<file path="config.mk">
export PLATFORM = sky130hd
export DESIGN_NAME = taxe_core
export DESIGN_NICKNAME = d
export VERILOG_FILES = /design/src/taxe_pkg.sv /design/src/taxe_core.sv
export SDC_FILE = /design/constraint.sdc
export NUM_CORES = 1
export LEC_CHECK = 0
export BUFFER_PORTS_ARGS = -buffer_cell sky130_fd_sc_hd__buf_4
export CAP_MARGIN = 20
export CORE_MARGIN = 10
export CORE_UTILIZATION = 50
export CTS_CLUSTER_DIAMETER = 30
export DETAILED_ROUTE_END_ITERATION = 6
export PLACE_DENSITY = 0.73
export SYNTH_ARGS = -nofsm -noshare
export SYNTH_HDL_FRONTEND = slang
export SYNTH_SLANG_ARGS = --single-unit
export TNS_END_PERCENT = 10
</file>
<file path="constraint.sdc">
create_clock -name core_clk_i -period 2.7 [get_ports core_clk_i]
set_clock_uncertainty 0.2 [all_clocks]
set_input_delay 0.27 -clock core_clk_i [delete_from_list [all_inputs] [get_ports core_clk_i]]
set_output_delay 0.27 -clock core_clk_i [all_outputs]
set_load 0.01 [all_outputs]
</file>
<file path="src/taxe_pkg.sv">
/*
 * constants and types for the table access and xor execution slice.
 * assumes a single core clock in which four clocks make one instruction cycle.
 */
package taxe_pkg;

    localparam int          PTR_W        = 21;       // table pointer width
    localparam int          FADDR_W      = 12;       // bank and file address
    localparam int          HOLD_N       = 8;        // write holding registers
    localparam int          Q_PHASES     = 4;        // clocks per instruction cycle
    localparam logic [1:0]  Q2           = 2'h1;     // phase index of q2
    localparam logic [1:0]  Q3           = 2'h2;     // phase index of q3
    localparam logic [1:0]  Q4           = 2'h3;     // phase index of q4

    // pointer update encodings
    localparam logic [1:0]  UPD_NONE     = 2'h0;
    localparam logic [1:0]  UPD_POST_INC = 2'h1;
    localparam logic [1:0]  UPD_POST_DEC = 2'h2;
    localparam logic [1:0]  UPD_PRE_INC  = 2'h3;

    // access bank split: low half in bank 0, high half in the top bank
    localparam logic [7:0]  ACC_SPLIT    = 8'h80;
    localparam logic [3:0]  ACC_HI_BANK  = 4'hf;

    // status bit positions
    localparam int          ST_Z_BIT     = 2;
    localparam int          ST_N_BIT     = 4;

    // register byte offsets
    localparam logic [7:0]  OFF_PTR      = 8'h00;
    localparam logic [7:0]  OFF_LATCH    = 8'h04;
    localparam logic [7:0]  OFF_WREG     = 8'h08;
    localparam logic [7:0]  OFF_STATUS   = 8'h0c;
    localparam logic [7:0]  OFF_BANK     = 8'h10;
    localparam logic [7:0]  OFF_STATE    = 8'h14;
    localparam logic [7:0]  OFF_HOLD     = 8'h20;    // eight words up to 0x3c

    // reset values
    localparam logic [20:0] RST_PTR      = 21'h00_0000;
    localparam logic [7:0]  RST_BYTE     = 8'h00;
    localparam logic [1:0]  RESP_OKAY    = 2'h0;
    localparam logic [1:0]  RESP_SLVERR  = 2'h2;

    typedef enum logic [1:0] {ST_IDLE, ST_EXEC1, ST_EXEC2, ST_NOP} taxe_st_type;
    typedef enum logic [2:0] {K_NONE, K_TRD, K_TWR, K_TST, K_XLW, K_XWF} taxe_kind_type;

    typedef struct packed {
        logic [1:0]               q;
        taxe_st_type              st;
        taxe_kind_type            kind;
        logic [15:0]              op;
        logic [1:0]               nopc;
        logic [7:0]               opnd;
        logic [7:0]               tmp;
        logic [FADDR_W-1:0]       faddr;
        logic [7:0]               fwd;
        logic [PTR_W-1:0]         ptr;
        logic [7:0]               latch;
        logic [7:0]               wreg;
        logic [7:0]               status;
        logic [3:0]               bank;
        logic [HOLD_N-1:0][7:0]   hold;
        logic                     aw_got;
        logic                     w_got;
        logic [7:0]               awaddr;
        logic [31:0]              wdata;
        logic [3:0]               wstrb;
        logic                     bvalid;
        logic [1:0]               bresp;
        logic                     rvalid;
        logic [1:0]               rresp;
        logic [31:0]              rdata;
    } taxe_state_type;

endpackage

</file>
<file path="src/taxe_core.sv">
/*
 * execution slice for table read, table write, test-skip-zero and xor.
 * assumes fetch offers one opcode at a time, program memory and the file
 * answer within the same clock, and software uses an axi4-lite master.
 */
// Added by the designer: the placing of the registers and the AXI4-Lite register port.
// Functional notes
// - table read loads the addressed program byte into the latch, flags kept
// - table pointer is a 21-bit byte address over two megabytes
// - pointer bit zero picks low byte when 0, high byte when 1
// - table read opcode 0000 0000 0000 10nn, nn picks pointer update
// - table read takes two cycles, memory read q2, latch write q4
// - update choices: none, post-increment, post-decrement, pre-increment
// - table write copies latch into holding register picked by pointer bits 2:0
// - table write only loads holding registers, never program memory
// - table write has the same four updates and keeps flags
// - test-skip-zero opcode 0110 011a plus eight-bit register address
// - zero register discards the prefetched instruction, runs a nop, flags kept
// - test-skip takes one cycle, two on skip, three over two-word instruction
// - access selector zero forces access bank, one uses bank select
// - literal xor opcode 0000 1010 plus eight-bit immediate
// - literal xor writes working register and updates negative and zero
// - register xor opcode 0001 10da plus eight-bit register address
// - register xor in one cycle, updates negative and zero
// - destination zero writes working register, one writes file register
`timescale 1ns/1ns
module taxe_core (
    input  wire logic                           core_clk_i,       // 10 mhz core clock
    input  wire logic                           sys_rst_i,        // sync reset, high
    input  wire logic                           instr_valid_i,    // fetch offers opcode
    input  wire logic [15:0]                    instr_i,          // opcode word
    input  wire logic                           next_two_word_i,  // prefetched op is two words
    output logic                                instr_ready_o,    // opcode taken this clock
    output logic                                busy_o,           // instruction under way
    output logic                                flush_o,          // discard prefetched op
    output logic [taxe_pkg::PTR_W-2:0]          pmem_addr_o,      // program word address
    output logic                                pmem_rd_o,        // program read strobe
    input  wire logic [15:0]                    pmem_data_i,      // program word
    output logic [taxe_pkg::FADDR_W-1:0]        file_addr_o,      // file register address
    input  wire logic [7:0]                     file_rd_data_i,   // file read data
    output logic                                file_we_o,        // file write strobe
    output logic [7:0]                          file_wr_data_o,   // file write data
    input  wire logic                           s_axi_awvalid,    // write address valid
    output logic                                s_axi_awready,    // write address ready
    input  wire logic [7:0]                     s_axi_awaddr,     // write byte address
    input  wire logic                           s_axi_wvalid,     // write data valid
    output logic                                s_axi_wready,     // write data ready
    input  wire logic [31:0]                    s_axi_wdata,      // write data
    input  wire logic [3:0]                     s_axi_wstrb,      // byte enables
    output logic                                s_axi_bvalid,     // write response valid
    input  wire logic                           s_axi_bready,     // write response ready
    output logic [1:0]                          s_axi_bresp,      // write response
    input  wire logic                           s_axi_arvalid,    // read address valid
    output logic                                s_axi_arready,    // read address ready
    input  wire logic [7:0]                     s_axi_araddr,     // read byte address
    output logic                                s_axi_rvalid,     // read data valid
    input  wire logic                           s_axi_rready,     // read data ready
    output logic [31:0]                         s_axi_rdata,      // read data
    output logic [1:0]                          s_axi_rresp       // read response
);

    taxe_pkg::taxe_state_type s_ff;
    taxe_pkg::taxe_state_type nxt_s;

    // opcode classes
    function automatic taxe_pkg::taxe_kind_type decode(input logic [15:0] op);
        if (op[15:2] == 14'b0000_0000_0000_10) begin
            return taxe_pkg::K_TRD;
        end else if (op[15:2] == 14'b0000_0000_0000_11) begin
            return taxe_pkg::K_TWR;
        end else if (op[15:9] == 7'b0110_011) begin
            return taxe_pkg::K_TST;
        end else if (op[15:8] == 8'h0a) begin
            return taxe_pkg::K_XLW;
        end else if (op[15:10] == 6'b0001_10) begin
            return taxe_pkg::K_XWF;
        end
        return taxe_pkg::K_NONE;
    endfunction

    // pointer step; pre selects the step done before the access
    function automatic logic [20:0] ptr_step(input logic [20:0] p, input logic [1:0] m,
                                             input logic pre);
        if (pre && m == taxe_pkg::UPD_PRE_INC) begin
            return p + 21'h00_0001;
        end else if (!pre && m == taxe_pkg::UPD_POST_INC) begin
            return p + 21'h00_0001;
        end else if (!pre && m == taxe_pkg::UPD_POST_DEC) begin
            return p - 21'h00_0001;
        end
        return p;
    endfunction

    // n and z from an eight-bit result, other status bits kept
    function automatic logic [7:0] nz_flags(input logic [7:0] st, input logic [7:0] r);
        logic [7:0] f;
        f = st;
        f[taxe_pkg::ST_N_BIT] = r[7];
        f[taxe_pkg::ST_Z_BIT] = (r == 8'h00);
        return f;
    endfunction

    // byte-lane merge for bus writes
    function automatic logic [31:0] merge(input logic [31:0] o, input logic [31:0] d,
                                          input logic [3:0] b);
        logic [31:0] r;
        r = o;
        for (int i = 0; i < 4; i++) begin
            if (b[i]) begin
                r[8*i +: 8] = d[8*i +: 8];
            end
        end
        return r;
    endfunction

    // accept only on q1 of an idle cycle
    assign instr_ready_o  = (s_ff.st == taxe_pkg::ST_IDLE) && (s_ff.q == 2'h0);
    assign busy_o         = (s_ff.st != taxe_pkg::ST_IDLE);
    assign pmem_addr_o    = s_ff.ptr[taxe_pkg::PTR_W-1:1];
    assign file_addr_o    = s_ff.faddr;
    assign file_wr_data_o = s_ff.fwd;
    // program memory is only ever read here; no write path exists
    assign pmem_rd_o      = (s_ff.st == taxe_pkg::ST_EXEC2) && (s_ff.kind == taxe_pkg::K_TRD)
                            && (s_ff.q == taxe_pkg::Q2);
    assign file_we_o      = (s_ff.st == taxe_pkg::ST_EXEC1) && (s_ff.kind == taxe_pkg::K_XWF)
                            && (s_ff.q == taxe_pkg::Q4) && s_ff.op[9];
    assign flush_o        = (s_ff.st == taxe_pkg::ST_EXEC1) && (s_ff.kind == taxe_pkg::K_TST)
                            && (s_ff.q == taxe_pkg::Q4) && (s_ff.opnd == 8'h00);
    assign s_axi_awready  = !s_ff.aw_got && !s_ff.bvalid;
    assign s_axi_wready   = !s_ff.w_got && !s_ff.bvalid;
    assign s_axi_bvalid   = s_ff.bvalid;
    assign s_axi_bresp    = s_ff.bresp;
    assign s_axi_arready  = !s_ff.rvalid;
    assign s_axi_rvalid   = s_ff.rvalid;
    assign s_axi_rdata    = s_ff.rdata;
    assign s_axi_rresp    = s_ff.rresp;

    // next state: bus writes first, so execution wins a same-clock clash
    always_comb begin
        logic [31:0] wv;
        logic [7:0]  res;
        wv    = 32'h0000_0000;
        res   = 8'h00;
        nxt_s = s_ff;
        nxt_s.q = s_ff.q + 2'h1;

        // write channels are taken independently, in either order
        if (s_axi_awvalid && s_axi_awready) begin
            nxt_s.aw_got = 1'b1;
            nxt_s.awaddr = s_axi_awaddr;
        end
        if (s_axi_wvalid && s_axi_wready) begin
            nxt_s.w_got = 1'b1;
            nxt_s.wdata = s_axi_wdata;
            nxt_s.wstrb = s_axi_wstrb;
        end
        if (s_ff.aw_got && s_ff.w_got) begin
            nxt_s.aw_got = 1'b0;
            nxt_s.w_got  = 1'b0;
            nxt_s.bvalid = 1'b1;
            nxt_s.bresp  = taxe_pkg::RESP_OKAY;
            wv = merge({11'h000, s_ff.ptr}, s_ff.wdata, s_ff.wstrb);
            unique case (s_ff.awaddr)
                taxe_pkg::OFF_PTR:    nxt_s.ptr    = wv[taxe_pkg::PTR_W-1:0];
                taxe_pkg::OFF_LATCH:  nxt_s.latch  = s_ff.wstrb[0] ? s_ff.wdata[7:0] : s_ff.latch;
                taxe_pkg::OFF_WREG:   nxt_s.wreg   = s_ff.wstrb[0] ? s_ff.wdata[7:0] : s_ff.wreg;
                taxe_pkg::OFF_STATUS: nxt_s.status = s_ff.wstrb[0] ? s_ff.wdata[7:0] : s_ff.status;
                taxe_pkg::OFF_BANK:   nxt_s.bank   = s_ff.wstrb[0] ? s_ff.wdata[3:0] : s_ff.bank;
                default:              nxt_s.bresp  = taxe_pkg::RESP_SLVERR;
            endcase
        end
        if (s_ff.bvalid && s_axi_bready) begin
            nxt_s.bvalid = 1'b0;
        end

        // read channel: one clock from address to data
        if (s_ff.rvalid && s_axi_rready) begin
            nxt_s.rvalid = 1'b0;
        end
        if (s_axi_arvalid && !s_ff.rvalid) begin
            nxt_s.rvalid = 1'b1;
            nxt_s.rresp  = taxe_pkg::RESP_OKAY;
            nxt_s.rdata  = 32'h0000_0000;
            if (s_axi_araddr[7:5] == taxe_pkg::OFF_HOLD[7:5] && s_axi_araddr[1:0] == 2'h0) begin
                nxt_s.rdata[7:0] = s_ff.hold[s_axi_araddr[4:2]];
            end else begin
                unique case (s_axi_araddr)
                    taxe_pkg::OFF_PTR:    nxt_s.rdata[taxe_pkg::PTR_W-1:0] = s_ff.ptr;
                    taxe_pkg::OFF_LATCH:  nxt_s.rdata[7:0] = s_ff.latch;
                    taxe_pkg::OFF_WREG:   nxt_s.rdata[7:0] = s_ff.wreg;
                    taxe_pkg::OFF_STATUS: nxt_s.rdata[7:0] = s_ff.status;
                    taxe_pkg::OFF_BANK:   nxt_s.rdata[3:0] = s_ff.bank;
                    taxe_pkg::OFF_STATE:  nxt_s.rdata[2:0] = {s_ff.st, busy_o};
                    default:              nxt_s.rresp = taxe_pkg::RESP_SLVERR;
                endcase
            end
        end

        // instruction sequencing, one phase per clock
        unique case (s_ff.st)
            taxe_pkg::ST_IDLE: begin
                if (instr_ready_o && instr_valid_i) begin
                    nxt_s.op   = instr_i;
                    nxt_s.kind = decode(instr_i);
                    nxt_s.st   = taxe_pkg::ST_EXEC1;
                    if (!instr_i[8]) begin
                        nxt_s.faddr = {(instr_i[7:0] < taxe_pkg::ACC_SPLIT) ? 4'h0
                                       : taxe_pkg::ACC_HI_BANK, instr_i[7:0]};
                    end else begin
                        nxt_s.faddr = {s_ff.bank, instr_i[7:0]};
                    end
                end
            end
            taxe_pkg::ST_EXEC1: begin
                if (s_ff.q == taxe_pkg::Q2) begin
                    nxt_s.opnd = file_rd_data_i;
                end
                if (s_ff.q == taxe_pkg::Q3) begin
                    nxt_s.fwd = s_ff.wreg ^ s_ff.opnd;
                end
                if (s_ff.q == taxe_pkg::Q4) begin
                    nxt_s.st = taxe_pkg::ST_IDLE;
                    unique case (s_ff.kind)
                        taxe_pkg::K_XLW: begin
                            res = s_ff.wreg ^ s_ff.op[7:0];
                            nxt_s.wreg   = res;
                            nxt_s.status = nz_flags(s_ff.status, res);
                        end
                        taxe_pkg::K_XWF: begin
                            if (!s_ff.op[9]) begin
                                nxt_s.wreg = s_ff.fwd;
                            end
                            nxt_s.status = nz_flags(s_ff.status, s_ff.fwd);
                        end
                        taxe_pkg::K_TST: begin
                            // flags untouched; one or two nop cycles follow a skip
                            if (s_ff.opnd == 8'h00) begin
                                nxt_s.st   = taxe_pkg::ST_NOP;
                                nxt_s.nopc = next_two_word_i ? 2'h2 : 2'h1;
                            end
                        end
                        taxe_pkg::K_TRD, taxe_pkg::K_TWR: begin
                            nxt_s.ptr = ptr_step(s_ff.ptr, s_ff.op[1:0], 1'b1);
                            nxt_s.st  = taxe_pkg::ST_EXEC2;
                        end
                        default: ;
                    endcase
                end
            end
            taxe_pkg::ST_EXEC2: begin
                if (s_ff.q == taxe_pkg::Q2) begin
                    if (s_ff.kind == taxe_pkg::K_TRD) begin
                        nxt_s.tmp = s_ff.ptr[0] ? pmem_data_i[15:8] : pmem_data_i[7:0];
                    end else begin
                        nxt_s.tmp = s_ff.latch;
                    end
                end
                if (s_ff.q == taxe_pkg::Q4) begin
                    // no status writes here: table ops keep every flag
                    if (s_ff.kind == taxe_pkg::K_TRD) begin
                        nxt_s.latch = s_ff.tmp;
                    end else begin
                        nxt_s.hold[s_ff.ptr[2:0]] = s_ff.tmp;
                    end
                    nxt_s.ptr = ptr_step(s_ff.ptr, s_ff.op[1:0], 1'b0);
                    nxt_s.st  = taxe_pkg::ST_IDLE;
                end
            end
            taxe_pkg::ST_NOP: begin
                if (s_ff.q == taxe_pkg::Q4) begin
                    nxt_s.nopc = s_ff.nopc - 2'h1;
                    if (s_ff.nopc == 2'h1) begin
                        nxt_s.st = taxe_pkg::ST_IDLE;
                    end
                end
            end
        endcase
    end

    // single state register
    always_ff @(posedge core_clk_i) begin
        if (sys_rst_i) begin
            s_ff <= '0;
        end else begin
            s_ff <= nxt_s;
        end
    end
endmodule

</file>
==> impl_metrics.ini <==
[logic_synthesis]
synth_area_leader_cell = dfxtp_1
synth-edff-count = 0
syn_area_um2 = 11700
synth_commonest_cells = 218 x dfxtp_1, 198 x nor2_1, 134 x nand2_1
synth_seq_cells = 218
synth_area_per_cell_um2 = 8.56
yosysMostFrequentCell = dfxtp_1
synth.area.top_cells = dfxtp_1 37%, mux2i_1 9.3%, nor2_1 6.3%, buf_4 5.0%, nand2_1 4.3%
syn_inst = 1367
ys_warn_count = 0
synth-async-reset-ratio_pct = 0
yosysSeqAreaShare_pct = 37.3
yosysUniqueCellTypes = 74
netlist.area_leader.share_pct = 37.3
ys.flop_type = dfxtp_1

[setup_path]
crit_path_end_kind = flop
rrSetupSlack_ns = 0.07
r2r_start = s_ff[74]$_SDFFE_PP0P_
start_kind = flop
cp.arrival_ns = 2.82
critical_path_class = reg2reg
r2r_cells = 7
reg2reg_to = s_ff[157]$_SDFFE_PP0P_
worstPathMaxFanout = 6
required_ns = 2.89

[min_path]
worstHoldStart = instr_i[12]
hold_class = in2reg
whs_path_depth = 4
holdPathEnd = s_ff[252]$_SDFFE_PP0P_

[timing]
maxSlewHeadroom_pct = 43.4
fin_crit_ns = 2.63
finalSetupViolations = 0
hold_viol = 0
rsz0062_at_grt = yes
maxSlewViolCount = 0
period_share_pct = 97.4
hold_ws_ns = 0.0238
fmax_ghz = 0.380
worstMarginPinSlew_ns = 0.847

[pwr]
ir_drop_uv = 549
p_leak_nw = 6.14
total_power_mw = 11.3
cellPowerDensity_nw_per_um2 = 732

[die]
die_x_um = 173
core_um2 = 22800
die_area_um2 = 29900
initial_utilization_pct = 51.2
rows = 55
die_y_um = 173
io_pins = 187

[layout]
fin_area_um2 = 15400
syn2layout_area_growth_pct = 31.8
fin_nets = 1660
final_core_util_pct = 67.5
stdcell_count = 1904
layout-drive-gt1-share_pct = 23.6

[routing]
antenna_left = 0
dr.pass1.iters = 6
viasPerCell = 5.78
routed.top_layer = met4
drt_iter0_markers = 1086
wl_met3_mm = 3.18
wl_mm = 37.2
wl_per_cell_um = 19.6
drc_errors = 0
route.vias.total = 10997
wirelength_met1_mm = 15.8
routed-wl-met2_mm = 17.1

[global_routing]
grtUsageTotal_pct = 23.7
grt_pass1_wl_mm = 59.4
antenna_found_initial = 3
grt_pass1_vias = 10928
grt_overflow_total = 0
grt_max_degree = 99

[clock_tree]
clock_latency_ns = 0.55
htree_num_levels = 2
root_buffer = clkbuf_16
cts_buffer_depth = 3
cts_made_buffers = 50
cts_sinks = 218
cts_tree = built
cts.reportedPaths.clkPinSlew_ns = 0.05
post-cts-setup-buffers = 0

[outcome]
status = completed

[run]
maxCapViolCount = 0

[placement]
place_area_um2 = 12900
portBuffers = 161
dp.cells = 1731
gp_congestion = 0.894
hpwl_mm = 24.7
kinds of logic (layout without fill, tap and decap cells):
family,Yosys count,count (layout),synth area share [%]
other,1,16,0.0320
buffers and inverters,204,413,9.23
AO/OA/AOI/OAI,259,259,15.0
AND/OR/NAND/NOR,500,500,20.1
flip-flops,218,218,37.3
XOR/XNOR,25,25,1.87
multiplexers,147,147,15.1
adder cells (fa/ha/maj),13,13,1.39
metrics by stage:
step                      setup TNS, ns  setup WS [ns]
after global routing            -0.0692        -0.0295
after floorplan                       0          0.325
after global placement                0          0.170
after CTS                             0         0.0810
after detailed placement              0          0.123
final                                 0         0.0714
how the worst max path moves through the flow:
| stage | cells after the start | slack [ns] | end | startpoint |
|---|---|---|---|---|
| floorplan | 10 | 0.33 | pmem_addr_o[11]$_SDFFE_PP0P_ | s_ff[255]$_SDFFE_PP0P_ |
| global placement | 7 | 0.17 | s_ff[159]$_SDFFE_PP0P_ | s_ff[74]$_SDFFE_PP0P_ |
| detailed placement | 7 | 0.12 | s_ff[152]$_SDFFE_PP0P_ | s_ff[74]$_SDFFE_PP0P_ |
| CTS | 7 | 0.08 | s_ff[157]$_SDFFE_PP0P_ | s_ff[74]$_SDFFE_PP0P_ |
| global route | 7 | -0.03 | pmem_addr_o[19]$_SDFFE_PP0P_ | pmem_addr_o[0]$_SDFFE_PP0P_ |
| finish | 7 | 0.07 | s_ff[157]$_SDFFE_PP0P_ | s_ff[74]$_SDFFE_PP0P_ |
layout make-up:
class                   instances  area, um2
well taps                     313        392
multi-input cells             957       6320
repair buffers                301       2530
fillers                      1756       7420
flip-flops and latches        218       4360
inverters                      18       67.6
clock buffers                  63       1410
diodes                          3       7.51
clock inverters                31        340
report_power, final:
part / switching [mW] / total [mW] / internal, mW
clock network: 1.96 / 6.14 / 4.18
registers: 0.153 / 3.51 / 3.35
logic: 0.957 / 1.64 / 0.688
total: 3.07 / 11.3 / 8.22
worst max-delay path, cell delays in order, from the launching register on:
cell and delay [ns]:
dfxtp_1 0.32, or4_4 0.55, or3b_4 0.44, nor4_4 0.33
and2b_1 0.23, buf_12 0.14, mux2i_1 0.21, nor2_1 0.05
routing by layer:
metal  vias to the layer above  track usage (%)
li1                       5173                -
met1                      5210             30.5
met2                       523             37.5
met3                        91             5.71
met4                         0             9.52
met5                         -                0
repair_timing:
item,4_1_cts,5_1_grt
hold buffers,76,0
hold endpoints to repair,79,0
resized for setup,0,2
endpoints found under the setup margin,0,6
cell usage in the layout, fill, tap and decap left out, types with 6 or more instances in the layout:
master / synthesis / layout
o21ai_0: 18 / 18
clkbuf_16: 0 / 51
and3_1: 11 / 11
dlygate4sd3_1: 0 / 76
clkinv_2: 0 / 11
mux4_2: 22 / 22
nand3_1: 37 / 37
buf_12: 0 / 6
clkinvlp_4: 0 / 9
and2_1: 10 / 10
a22oi_1: 23 / 23
xnor2_1: 14 / 14
buf_4: 78 / 218
ha_1: 13 / 12
conb_1: 1 / 13
xor2_1: 11 / 11
nor4_1: 18 / 18
a311oi_1: 11 / 11
nor2b_1: 10 / 10
inv_1: 18 / 18
a211oi_1: 39 / 39
nor2_1: 198 / 198
a32oi_1: 8 / 8
o221ai_1: 6 / 6
nand2_1: 134 / 134
a21oi_1: 86 / 86
a31oi_1: 8 / 8
mux2i_1: 109 / 109
clkbuf_8: 0 / 9
o22ai_1: 12 / 12
nor3_1: 30 / 30
mux2_2: 16 / 16
dfxtp_1: 218 / 218
flip-flops by register name, summed over array words and instances, names as in the netlist:
name,cells
s_axi_rdata,21
s_ff,161
file_wr_data_o,8
s_axi_bresp,1
s_axi_rresp,1
pmem_addr_o,20
file_addr_o,4
s_axi_rvalid,1
s_axi_bvalid,1
Note: power is estimated with default switching activity, not from simulation.
